$ cat src/verilog/acr_defines.vh
// Constants for the channel calibration and configuration register slice
`ifndef ACR_DEFINES_VH
`define ACR_DEFINES_VH

// ----------------------------------------------------------------------
// Register indices (byte address is four times the index)
// ----------------------------------------------------------------------
`define ACR_IDX_OFS_HI     8'h14
`define ACR_IDX_OFS_LO     8'h15
`define ACR_IDX_GAIN_HI    8'h16
`define ACR_IDX_GAIN_LO    8'h17
`define ACR_IDX_CH3_CHANNEL_CONFIG    8'h18
`define ACR_IDX_BASE       8'h14
`define ACR_NUM_REGS       5
`define ACR_SEL_W          3
`define ACR_SEL_OFS_HI     3'h0
`define ACR_SEL_OFS_LO     3'h1
`define ACR_SEL_GAIN_HI    3'h2
`define ACR_SEL_GAIN_LO    3'h3
`define ACR_SEL_CH3_CHANNEL_CONFIG    3'h4
`define ACR_SEL_LAST       3'h4

// ----------------------------------------------------------------------
// Bus widths and alignment
// ----------------------------------------------------------------------
`define ACR_ADDR_W         10
`define ACR_REG_W          16
`define ACR_ALIGN_OK       2'b00
`define ACR_BUS_ZERO       32'h0000_0000
`define ACR_UPPER_ZERO     16'h0000

// ----------------------------------------------------------------------
// Reset values, packed by select index (index 0 in the low word)
// ----------------------------------------------------------------------
`define ACR_RST_OFS_HI     16'h0000
`define ACR_RST_OFS_LO     16'h0000
`define ACR_RST_GAIN_HI    16'h8000
`define ACR_RST_GAIN_LO    16'h0000
`define ACR_RST_CH3_CHANNEL_CONFIG    16'h0000
`define ACR_RESET_VEC      {`ACR_RST_CH3_CHANNEL_CONFIG, `ACR_RST_GAIN_LO, `ACR_RST_GAIN_HI, \
                            `ACR_RST_OFS_LO, `ACR_RST_OFS_HI}

// ----------------------------------------------------------------------
// Writable bits; every other bit is read-only zero
// ----------------------------------------------------------------------
`define ACR_WM_FULL        16'hFFFF
`define ACR_WM_LOW_PAIR    16'hFF00
`define ACR_WM_CH3_CHANNEL_CONFIG     16'hFFC7
`define ACR_WMASK_VEC      {`ACR_WM_CH3_CHANNEL_CONFIG, `ACR_WM_LOW_PAIR, `ACR_WM_FULL, \
                            `ACR_WM_LOW_PAIR, `ACR_WM_FULL}

// ----------------------------------------------------------------------
// Field positions
// ----------------------------------------------------------------------
`define ACR_LOWER_BYTE     15:8
`define ACR_PHASE_FLD      15:6
`define ACR_PHASE_SIGN     15
`define ACR_DCOFF_BIT      2
`define ACR_MUX_FLD        1:0

// ----------------------------------------------------------------------
// Input selections and filter codes
// ----------------------------------------------------------------------
`define ACR_MUX_PINS       2'b00
`define ACR_MUX_SHORT      2'b01
`define ACR_MUX_POS_TEST   2'b10
`define ACR_MUX_NEG_TEST   2'b11
`define ACR_DC_BYPASS      4'h0
`define ACR_GAIN_UNITY     24'h80_0000
`define ACR_CORR_ZERO      24'h00_0000
`define ACR_PHASE_ZERO     10'h000
`define ACR_PHASE_ONE      10'h001

`endif

$ cat src/verilog/acr_field_reg.v
// One 16-bit register with a per-bit write mask and byte lanes
`timescale 1ns/1ps
`include "acr_defines.vh"

module acr_field_reg #(
  parameter [15:0] RESET_VAL = 16'h0000,
  parameter [15:0] WR_MASK   = 16'hFFFF
) (
  input  wire        clk,
  input  wire        reset_n,
  input  wire        wrEn,
  input  wire [15:0] wrData,
  input  wire [1:0]  byteEn,
  output reg  [15:0] value_q
);

  // ----------------------------------------------------------------------
  // Write mask
  // ----------------------------------------------------------------------
  // Only bits that are writable and in an enabled lane may change
  wire [15:0] laneMask;
  wire [15:0] bitMask;

  assign laneMask = {{8{byteEn[1]}}, {8{byteEn[0]}}};
  assign bitMask  = laneMask & WR_MASK;

  // ----------------------------------------------------------------------
  // Storage
  // ----------------------------------------------------------------------
  // Read-only bits hold their reset value, which is zero for all of them
  always @(posedge clk) begin
    if (!reset_n) begin
      value_q <= RESET_VAL;
    end else if (wrEn) begin
      value_q <= (value_q & ~bitMask) | (wrData & bitMask);
    end
  end

endmodule

$ cat src/verilog/acr_cal_regs.v
// APB register slice: channel 2 offset and gain words, channel 3 configuration
//
// Overview of operation
// - Offset high register holds offset bits 23..8, signed two's complement
// - Offset low register bits 15..8 hold offset bits 7..0
// - Low byte of offset-low and gain-low is read-only, reads zero
// - Gain high register holds gain bits 23..8 in all sixteen bits
// - Gain low register bits 15..8 hold gain bits 7..0
// - The 24-bit gain is an unsigned fraction from zero to below two
// - Reset gives gain high 8000h, all other calibration registers zero
// - Channel 3 phase delay is signed ten bits at 15..6, reset zero
// - Channel 3 configuration bits 5..3 are reserved and read zero
// - Bit 2 turns channel 3 DC-blocking filter off; reset zero
// - Bits 1..0 pick pins, shorted inputs, positive or negative test
// - Disable clear follows shared DC-block field; set bypasses this channel
`timescale 1ns/1ps
`include "acr_defines.vh"

module acr_cal_regs (
  input  wire        clk,
  input  wire        reset_n,
  // APB slave
  input  wire        psel,
  input  wire        penable,
  input  wire        pwrite,
  input  wire [9:0]  paddr,
  input  wire [31:0] pwdata,
  input  wire [3:0]  pstrb,
  output reg  [31:0] prdata,
  output reg         pready,
  output reg         pslverr,
  // Shared DC-block setting from the global control logic
  input  wire [3:0]  globalDcFilterSetting,
  // Channel 2 calibration words
  output reg  [23:0] ch2OffsetCorr_q,
  output reg  [23:0] ch2GainCorr_q,
  output reg         ch2GainUnity_q,
  // Channel 3 configuration
  output reg  [9:0]  ch3PhaseDelay_q,
  output reg         ch3PhaseNegative_q,
  output reg  [9:0]  ch3PhaseMagnitude_q,
  output reg         ch3DcFilterOff_q,
  output reg  [3:0]  ch3DcFilterCtrl_q,
  output reg         ch3SelPins_q,
  output reg         ch3SelShort_q,
  output reg         ch3SelPosTest_q,
  output reg         ch3SelNegTest_q
);

  // ----------------------------------------------------------------------
  // Access state machine codes
  // ----------------------------------------------------------------------
  localparam ACC_IDLE   = 1'b0;
  localparam ACC_ANSWER = 1'b1;

  reg         accState_q;
  reg         accState_d;

  // ----------------------------------------------------------------------
  // Address decode
  // ----------------------------------------------------------------------
  wire [7:0]  wordIdx;
  wire [7:0]  relIdx;
  wire        aligned;
  wire        inRange;
  wire        addrHit;
  wire [2:0]  regSel;

  // Index is the word address; the byte address is four times it
  assign wordIdx = paddr[9:2];
  assign relIdx  = wordIdx - `ACR_IDX_BASE;
  assign aligned = (paddr[1:0] == `ACR_ALIGN_OK);
  assign inRange = (wordIdx >= `ACR_IDX_BASE) && (wordIdx <= `ACR_IDX_CH3_CHANNEL_CONFIG);
  assign addrHit = aligned && inRange;
  assign regSel  = relIdx[2:0];

  // ----------------------------------------------------------------------
  // Transfer qualifiers
  // ----------------------------------------------------------------------
  wire        accessPhase;
  wire        commit;
  wire        commitWrite;

  // A transfer completes at the edge where pready is sampled high
  assign accessPhase = psel && penable;
  assign commit      = accessPhase && (accState_q == ACC_ANSWER);
  assign commitWrite = commit && pwrite && addrHit;

  // ----------------------------------------------------------------------
  // Register storage
  // ----------------------------------------------------------------------
  localparam [79:0] RESET_VEC = `ACR_RESET_VEC;
  localparam [79:0] WMASK_VEC = `ACR_WMASK_VEC;

  wire [15:0] regVal [0:4];
  wire [79:0] regFlat;
  wire [4:0]  regWr;

  // One masked register per map entry; reserved bits never take a write
  genvar g;
  generate
    for (g = 0; g < `ACR_NUM_REGS; g = g + 1) begin : gRegs
      assign regWr[g] = commitWrite && (regSel == g);
      acr_field_reg #(
        .RESET_VAL (RESET_VEC[g*16 +: 16]),
        .WR_MASK   (WMASK_VEC[g*16 +: 16])
      ) uReg (
        .clk       (clk),
        .reset_n   (reset_n),
        .wrEn      (regWr[g]),
        .wrData    (pwdata[15:0]),
        .byteEn    (pstrb[1:0]),
        .value_q   (regFlat[g*16 +: 16])
      );
      assign regVal[g] = regFlat[g*16 +: 16];
    end
  endgenerate

  // ----------------------------------------------------------------------
  // Named views of the stored fields
  // ----------------------------------------------------------------------
  wire [15:0] ch2OffsetUpperBits;
  wire [7:0]  ch2OffsetLowerBits;
  wire [15:0] ch2GainUpperBits;
  wire [7:0]  ch2GainLowerBits;
  wire [15:0] ch3Cfg;
  wire [9:0]  ch3PhaseField;
  wire        ch3DcOffField;
  wire [1:0]  ch3InputSelect;

  assign ch2OffsetUpperBits = regVal[`ACR_SEL_OFS_HI];
  assign ch2OffsetLowerBits = regVal[`ACR_SEL_OFS_LO][`ACR_LOWER_BYTE];
  assign ch2GainUpperBits   = regVal[`ACR_SEL_GAIN_HI];
  assign ch2GainLowerBits   = regVal[`ACR_SEL_GAIN_LO][`ACR_LOWER_BYTE];
  assign ch3Cfg             = regVal[`ACR_SEL_CH3_CHANNEL_CONFIG];
  assign ch3PhaseField      = ch3Cfg[`ACR_PHASE_FLD];
  assign ch3DcOffField      = ch3Cfg[`ACR_DCOFF_BIT];
  assign ch3InputSelect     = ch3Cfg[`ACR_MUX_FLD];

  // ----------------------------------------------------------------------
  // Read data
  // ----------------------------------------------------------------------
  reg  [15:0] readWord;
  wire [15:0] readMask;

  // Masking again on read keeps reserved bits zero even if storage slipped
  assign readMask = WMASK_VEC[regSel*16 +: 16];

  always @* begin
    readWord = `ACR_UPPER_ZERO;
    if (addrHit) begin
      readWord = regVal[regSel] & readMask;
    end
  end

  // ----------------------------------------------------------------------
  // APB access sequencing
  // ----------------------------------------------------------------------
  // One wait state: pready rises the cycle after the access phase opens
  always @* begin
    accState_d = accState_q;
    case (accState_q)
      ACC_IDLE: begin
        if (accessPhase) begin
          accState_d = ACC_ANSWER;
        end
      end
      ACC_ANSWER: begin
        accState_d = ACC_IDLE;
      end
      default: begin
        accState_d = ACC_IDLE;
      end
    endcase
  end

  always @(posedge clk) begin
    if (!reset_n) begin
      accState_q <= ACC_IDLE;
    end else begin
      accState_q <= accState_d;
    end
  end

  // ----------------------------------------------------------------------
  // APB answer registers
  // ----------------------------------------------------------------------
  // Unmapped or misaligned addresses answer with pslverr and zero data
  always @(posedge clk) begin
    if (!reset_n) begin
      pready  <= 1'b0;
      pslverr <= 1'b0;
      prdata  <= `ACR_BUS_ZERO;
    end else if ((accState_q == ACC_IDLE) && accessPhase) begin
      pready  <= 1'b1;
      pslverr <= !addrHit;
      prdata  <= (pwrite || !addrHit) ? `ACR_BUS_ZERO : {`ACR_UPPER_ZERO, readWord};
    end else begin
      pready  <= 1'b0;
      pslverr <= 1'b0;
      prdata  <= `ACR_BUS_ZERO;
    end
  end

  // ----------------------------------------------------------------------
  // Channel 2 calibration words
  // ----------------------------------------------------------------------
  // Datapath sees the words one cycle after the write edge
  always @(posedge clk) begin
    if (!reset_n) begin
      ch2OffsetCorr_q <= `ACR_CORR_ZERO;
      ch2GainCorr_q   <= `ACR_GAIN_UNITY;
      ch2GainUnity_q  <= 1'b1;
    end else begin
      // Signed offset: upper word carries the sign bit
      ch2OffsetCorr_q <= {ch2OffsetUpperBits, ch2OffsetLowerBits};
      // Unsigned gain, 1.23 fraction: 800000h is unity, FFFFFFh just under two
      ch2GainCorr_q   <= {ch2GainUpperBits, ch2GainLowerBits};
      ch2GainUnity_q  <= ({ch2GainUpperBits, ch2GainLowerBits} == `ACR_GAIN_UNITY);
    end
  end

  // ----------------------------------------------------------------------
  // Channel 3 phase delay
  // ----------------------------------------------------------------------
  wire [9:0]  phaseNeg;

  // Two's complement negate; -512 gives magnitude 512, which still fits
  assign phaseNeg = ~ch3PhaseField + `ACR_PHASE_ONE;

  // Sign and magnitude saved for the delay line, counted in modulator cycles
  always @(posedge clk) begin
    if (!reset_n) begin
      ch3PhaseDelay_q     <= `ACR_PHASE_ZERO;
      ch3PhaseNegative_q  <= 1'b0;
      ch3PhaseMagnitude_q <= `ACR_PHASE_ZERO;
    end else begin
      ch3PhaseDelay_q     <= ch3PhaseField;
      ch3PhaseNegative_q  <= ch3Cfg[`ACR_PHASE_SIGN];
      if (ch3Cfg[`ACR_PHASE_SIGN]) begin
        ch3PhaseMagnitude_q <= phaseNeg;
      end else begin
        ch3PhaseMagnitude_q <= ch3PhaseField;
      end
    end
  end

  // ----------------------------------------------------------------------
  // Channel 3 DC-blocking filter control
  // ----------------------------------------------------------------------
  // Shared setting comes from logic on this clock, so no synchroniser
  always @(posedge clk) begin
    if (!reset_n) begin
      ch3DcFilterOff_q  <= 1'b0;
      ch3DcFilterCtrl_q <= `ACR_DC_BYPASS;
    end else begin
      ch3DcFilterOff_q <= ch3DcOffField;
      if (ch3DcOffField) begin
        ch3DcFilterCtrl_q <= `ACR_DC_BYPASS;
      end else begin
        ch3DcFilterCtrl_q <= globalDcFilterSetting;
      end
    end
  end

  // ----------------------------------------------------------------------
  // Channel 3 input selection
  // ----------------------------------------------------------------------
  reg         selPins;
  reg         selShort;
  reg         selPos;
  reg         selNeg;

  // One-hot decode so the analog switches never see two paths at once
  always @* begin
    selPins  = 1'b0;
    selShort = 1'b0;
    selPos   = 1'b0;
    selNeg   = 1'b0;
    case (ch3InputSelect)
      `ACR_MUX_PINS: begin
        selPins = 1'b1;
      end
      `ACR_MUX_SHORT: begin
        selShort = 1'b1;
      end
      `ACR_MUX_POS_TEST: begin
        selPos = 1'b1;
      end
      `ACR_MUX_NEG_TEST: begin
        selNeg = 1'b1;
      end
      default: begin
        selPins = 1'b1;
      end
    endcase
  end

  // Reset selects the external pin pair
  always @(posedge clk) begin
    if (!reset_n) begin
      ch3SelPins_q    <= 1'b1;
      ch3SelShort_q   <= 1'b0;
      ch3SelPosTest_q <= 1'b0;
      ch3SelNegTest_q <= 1'b0;
    end else begin
      ch3SelPins_q    <= selPins;
      ch3SelShort_q   <= selShort;
      ch3SelPosTest_q <= selPos;
      ch3SelNegTest_q <= selNeg;
    end
  end

endmodule

$ cat config.mk
export PLATFORM = sky130hd
export DESIGN_NAME = acr_cal_regs
export DESIGN_NICKNAME = d
export VERILOG_FILES = /design/src/verilog/acr_field_reg.v /design/src/verilog/acr_cal_regs.v
export VERILOG_INCLUDE_DIRS = /design/src /design/src/verilog
export SDC_FILE = /design/constraint.sdc
export NUM_CORES = 1
export LEC_CHECK = 0
export ABC_AREA = 1
export BUFFER_PORTS_ARGS = -buffer_cell sky130_fd_sc_hd__buf_2
export CORE_MARGIN = 3
export CORE_UTILIZATION = 56
export DETAILED_ROUTE_END_ITERATION = 10
export GPL_ROUTABILITY_DRIVEN = 1
export HOLD_SLACK_MARGIN = 0.02
export PLACE_DENSITY_LB_ADDON = 0.08
export SYNTH_ARGS = -nofsm -noshare
export SYNTH_HDL_FRONTEND = slang
export SYNTH_SLANG_ARGS = --single-unit
export TNS_END_PERCENT = 30
$ cat constraint.sdc
create_clock -name clk -period 3.01 [get_ports clk]
set_input_delay 0 -clock clk [delete_from_list [all_inputs] [get_ports clk]]
set_output_delay 0 -clock clk [all_outputs]
set_load 0.005 [all_outputs]
==> impl_metrics.csv <==
group,metric,value,unit
global_route,grt_overflow,0,
global_route,met2_usage,41.1,%
finish,design_area,0.00761,mm²
synth,synth_cells,786,
sta,final_hold_viol_count,0,
global_route,use_met3,4.68,%
global_route,top_usage_layer,"met2",
routing,drt_iter0_drc,451,
clock_network,tritoncts,"done",
clock_network,clk_pin_slew,60,ps
finish,nNetsFinal,1012,
hold_path,hold_class,"in2reg",
synth,yosysWarnings,0,
worst_setup_path,worstPathArrival,3480,ps
routing,viasPerCell,5.04,
finish,diodes,0,
worst_setup_path,cp.required,3430,ps
routing,vias,5553,
finish,syn2layout_area_growth,28.1,%
clock_network,clock_latency,530,ps
synth,async_flop_share,0,%
run_status,status,"finished, violations left",
worst_setup_path,reg2reg_slack,130,ps
global_route,grt_max_degree,84,
sta,tightest_slew,782,ps
sta,fin_crit_sh,102,%
worst_setup_path,cp_max_fo,16,
finish,regArea,0.00314,mm²
die,start_util,59.2,%
die,row_count,36,
clock_network,cts_max_level,4,
placement,gp_congestion,0.873,
synth,netlist_area,0.00595,mm²
clock_network,cts_resized,0,
clock_network,cts_buffer_depth,2,
synth,synth-seq-cells,157,
finish,layout-drive-gt1-share,19.0,%
finish,utilization,75.8,%
sta,setup_viol,2,
die,die_height,109,µm
sta,fin_ws,-49.7,ps
routing,first_pass_iters,5,
placement,port_buffers,133,
sta,fmax,327,MHz
pwr,p_leak,0.00402,µW
die,ios,168,
clock_network,numCtsBuffers,17,
placement,pre_cts_slack,990,ps
worst_setup_path,setup.worst_path.start_class,"input pin",
placement,dpl-instance-area,0.00660,mm²
synth,synth_edf_count,0,
sta,fin_skew,5.68,ps
routing,drc,0,
synth,syn_avg_cell_area,7.56,µm²
global_route,grt_use_met1,35.4,%
finish,multi_input_area,0.00210,mm²
sta,maxSlewHeadroom,47.9,%
routing,routed_wl,15.6,mm
job,cap_violations,0,
sta,post-route-min-period,3060,ps
die,die_w,109,µm
run_status,violations,"setup timing",
pwr,ir_worst_vdd,317,µV
worst_setup_path,end_kind,"flip-flop",
die,dieArea,0.0119,mm²
routing,ant_nets,0,
global_route,antenna_found_initial,0,
placement,hpwl,10.3,mm
finish,fill_cells,762,
sta,final_max_slew_viol_count,0,
global_route,grt_pass1_vias,4858,
synth,yosysUniqueCellTypes,32,
worst_setup_path,worstSetupPathType,"in2reg",
pwr,power_per_cell_area,571,mW/mm²
clock_network,cts.sinks,157,
sta,tns,-89.9,ps
routing,detail_route.wl_per_cell,14.2,µm
synth,synthFlopType,"dfxtp_1",
die,core_area,0.0100,mm²
global_route,grt_pass1_wl,24.0,mm
sta,rsz0062_at_grt,"true",
synth,ys_seq_area_share,52.9,%
pwr,p_total,4350,µW
clock_network,cts-root-buf,"clkbuf_8",
global_route,grt_usage,26.0,%
[stage by stage]
stage | cells | hold slack, ps
after detailed placement | 1025 | 218
after CTS | 1096 | 36.1
after floorplan | 801 | 112
final | 1101 | 61.9
after global routing | 1101 | 108
after global placement | 1025 | 215
[synthesized netlist by cell type (6+ instances only)]
master    count  share of area (%)
nand2_1     171                 11
dfxtp_1     157                 53
inv_1       134                8.5
nor2_1      119                7.5
nand3_1      51                4.3
a21oi_1      32                2.7
o21ai_0      23                1.9
buf_4        19                2.4
clkbuf_1     15               0.95
o22ai_1      11                1.2
nand4_1       8               0.84
buf_1         6               0.38
nor3_1        6               0.51
[what timing repair did]
action                     4_1_cts  5_1_grt
setup endpoints to repair        0        4
buffers inserted                 0        5
hold buffers                    40        0
hold endpoints to repair       106        0
[layout by cell type (no fill, tap or decap), types with 4 or more instances in the layout]
cell / Yosys / routed
a21oi_1: 32 / 32
buf_2: 1 / 132
buf_4: 19 / 6
clkbuf_1: 15 / 4
clkbuf_16: 0 / 16
conb_1: 1 / 16
dfxtp_1: 157 / 157
dlygate4sd3_1: 0 / 40
inv_1: 134 / 134
nand2_1: 171 / 171
nand3_1: 51 / 51
nand4_1: 8 / 8
nor2_1: 119 / 119
nor3_1: 6 / 6
nor3_4: 4 / 4
o21ai_0: 23 / 23
o22ai_1: 11 / 11
[final timing paths]
path	start	endpoint	cells after the start
worst max-delay path	paddr[2]	flip-flop	12
worst min-delay path	paddr[7]	prdata[11]	6
worst max register to register	accState_q	flip-flop	9
worst min register to register	flip-flop	ch2GainCorr_q[2]	2
[power by group]
part	switching [µW]	internal, µW	leakage (µW)
sequential	0.913	2080	0.00127
combinational	119	66.9	0.00249
clock	821	1260	0.000268
total	941	3410	0.00402
[critical path: stages]
cell,delay [ps]
dlygate4sd3_1,540
buf_2,170
nor2_4,280
nand2_2,230
nand2_2,200
nand3_4,230
nor2_4,450
nand3_1,110
dlygate4sd3_1,580
nand2_1,50
dlygate4sd3_1,570
nor2_1,50
[logic make-up after synthesis]
family	after synthesis	share of synthesized area, %
AND/OR/NAND/NOR	375	27.4
buffers and inverters	179	12.8
flip-flops	157	52.9
AO/OA/AOI/OAI	73	6.69
adder cells (fa/ha/maj)	1	0.210
other	1	0.0631
[routing by layer]
layer | routed length [µm] | share of wire (%)
met1 | 6710 | 43
met4 | 402 | 2.6
met3 | 1340 | 8.6
met5 | 0 | 0
met2 | 7150 | 46
[cell type report]
class / count / area share, %
Clock buffer: 21 / 5.64
Clock inverter: 10 / 1.84
Inverter: 136 / 6.70
Multi-Input combinational cell: 465 / 27.6
Sequential cell: 157 / 41.3
Tap cell: 133 / 2.19
Timing Repair Buffer: 179 / 14.8
Power figures use the tool's default switching activity.
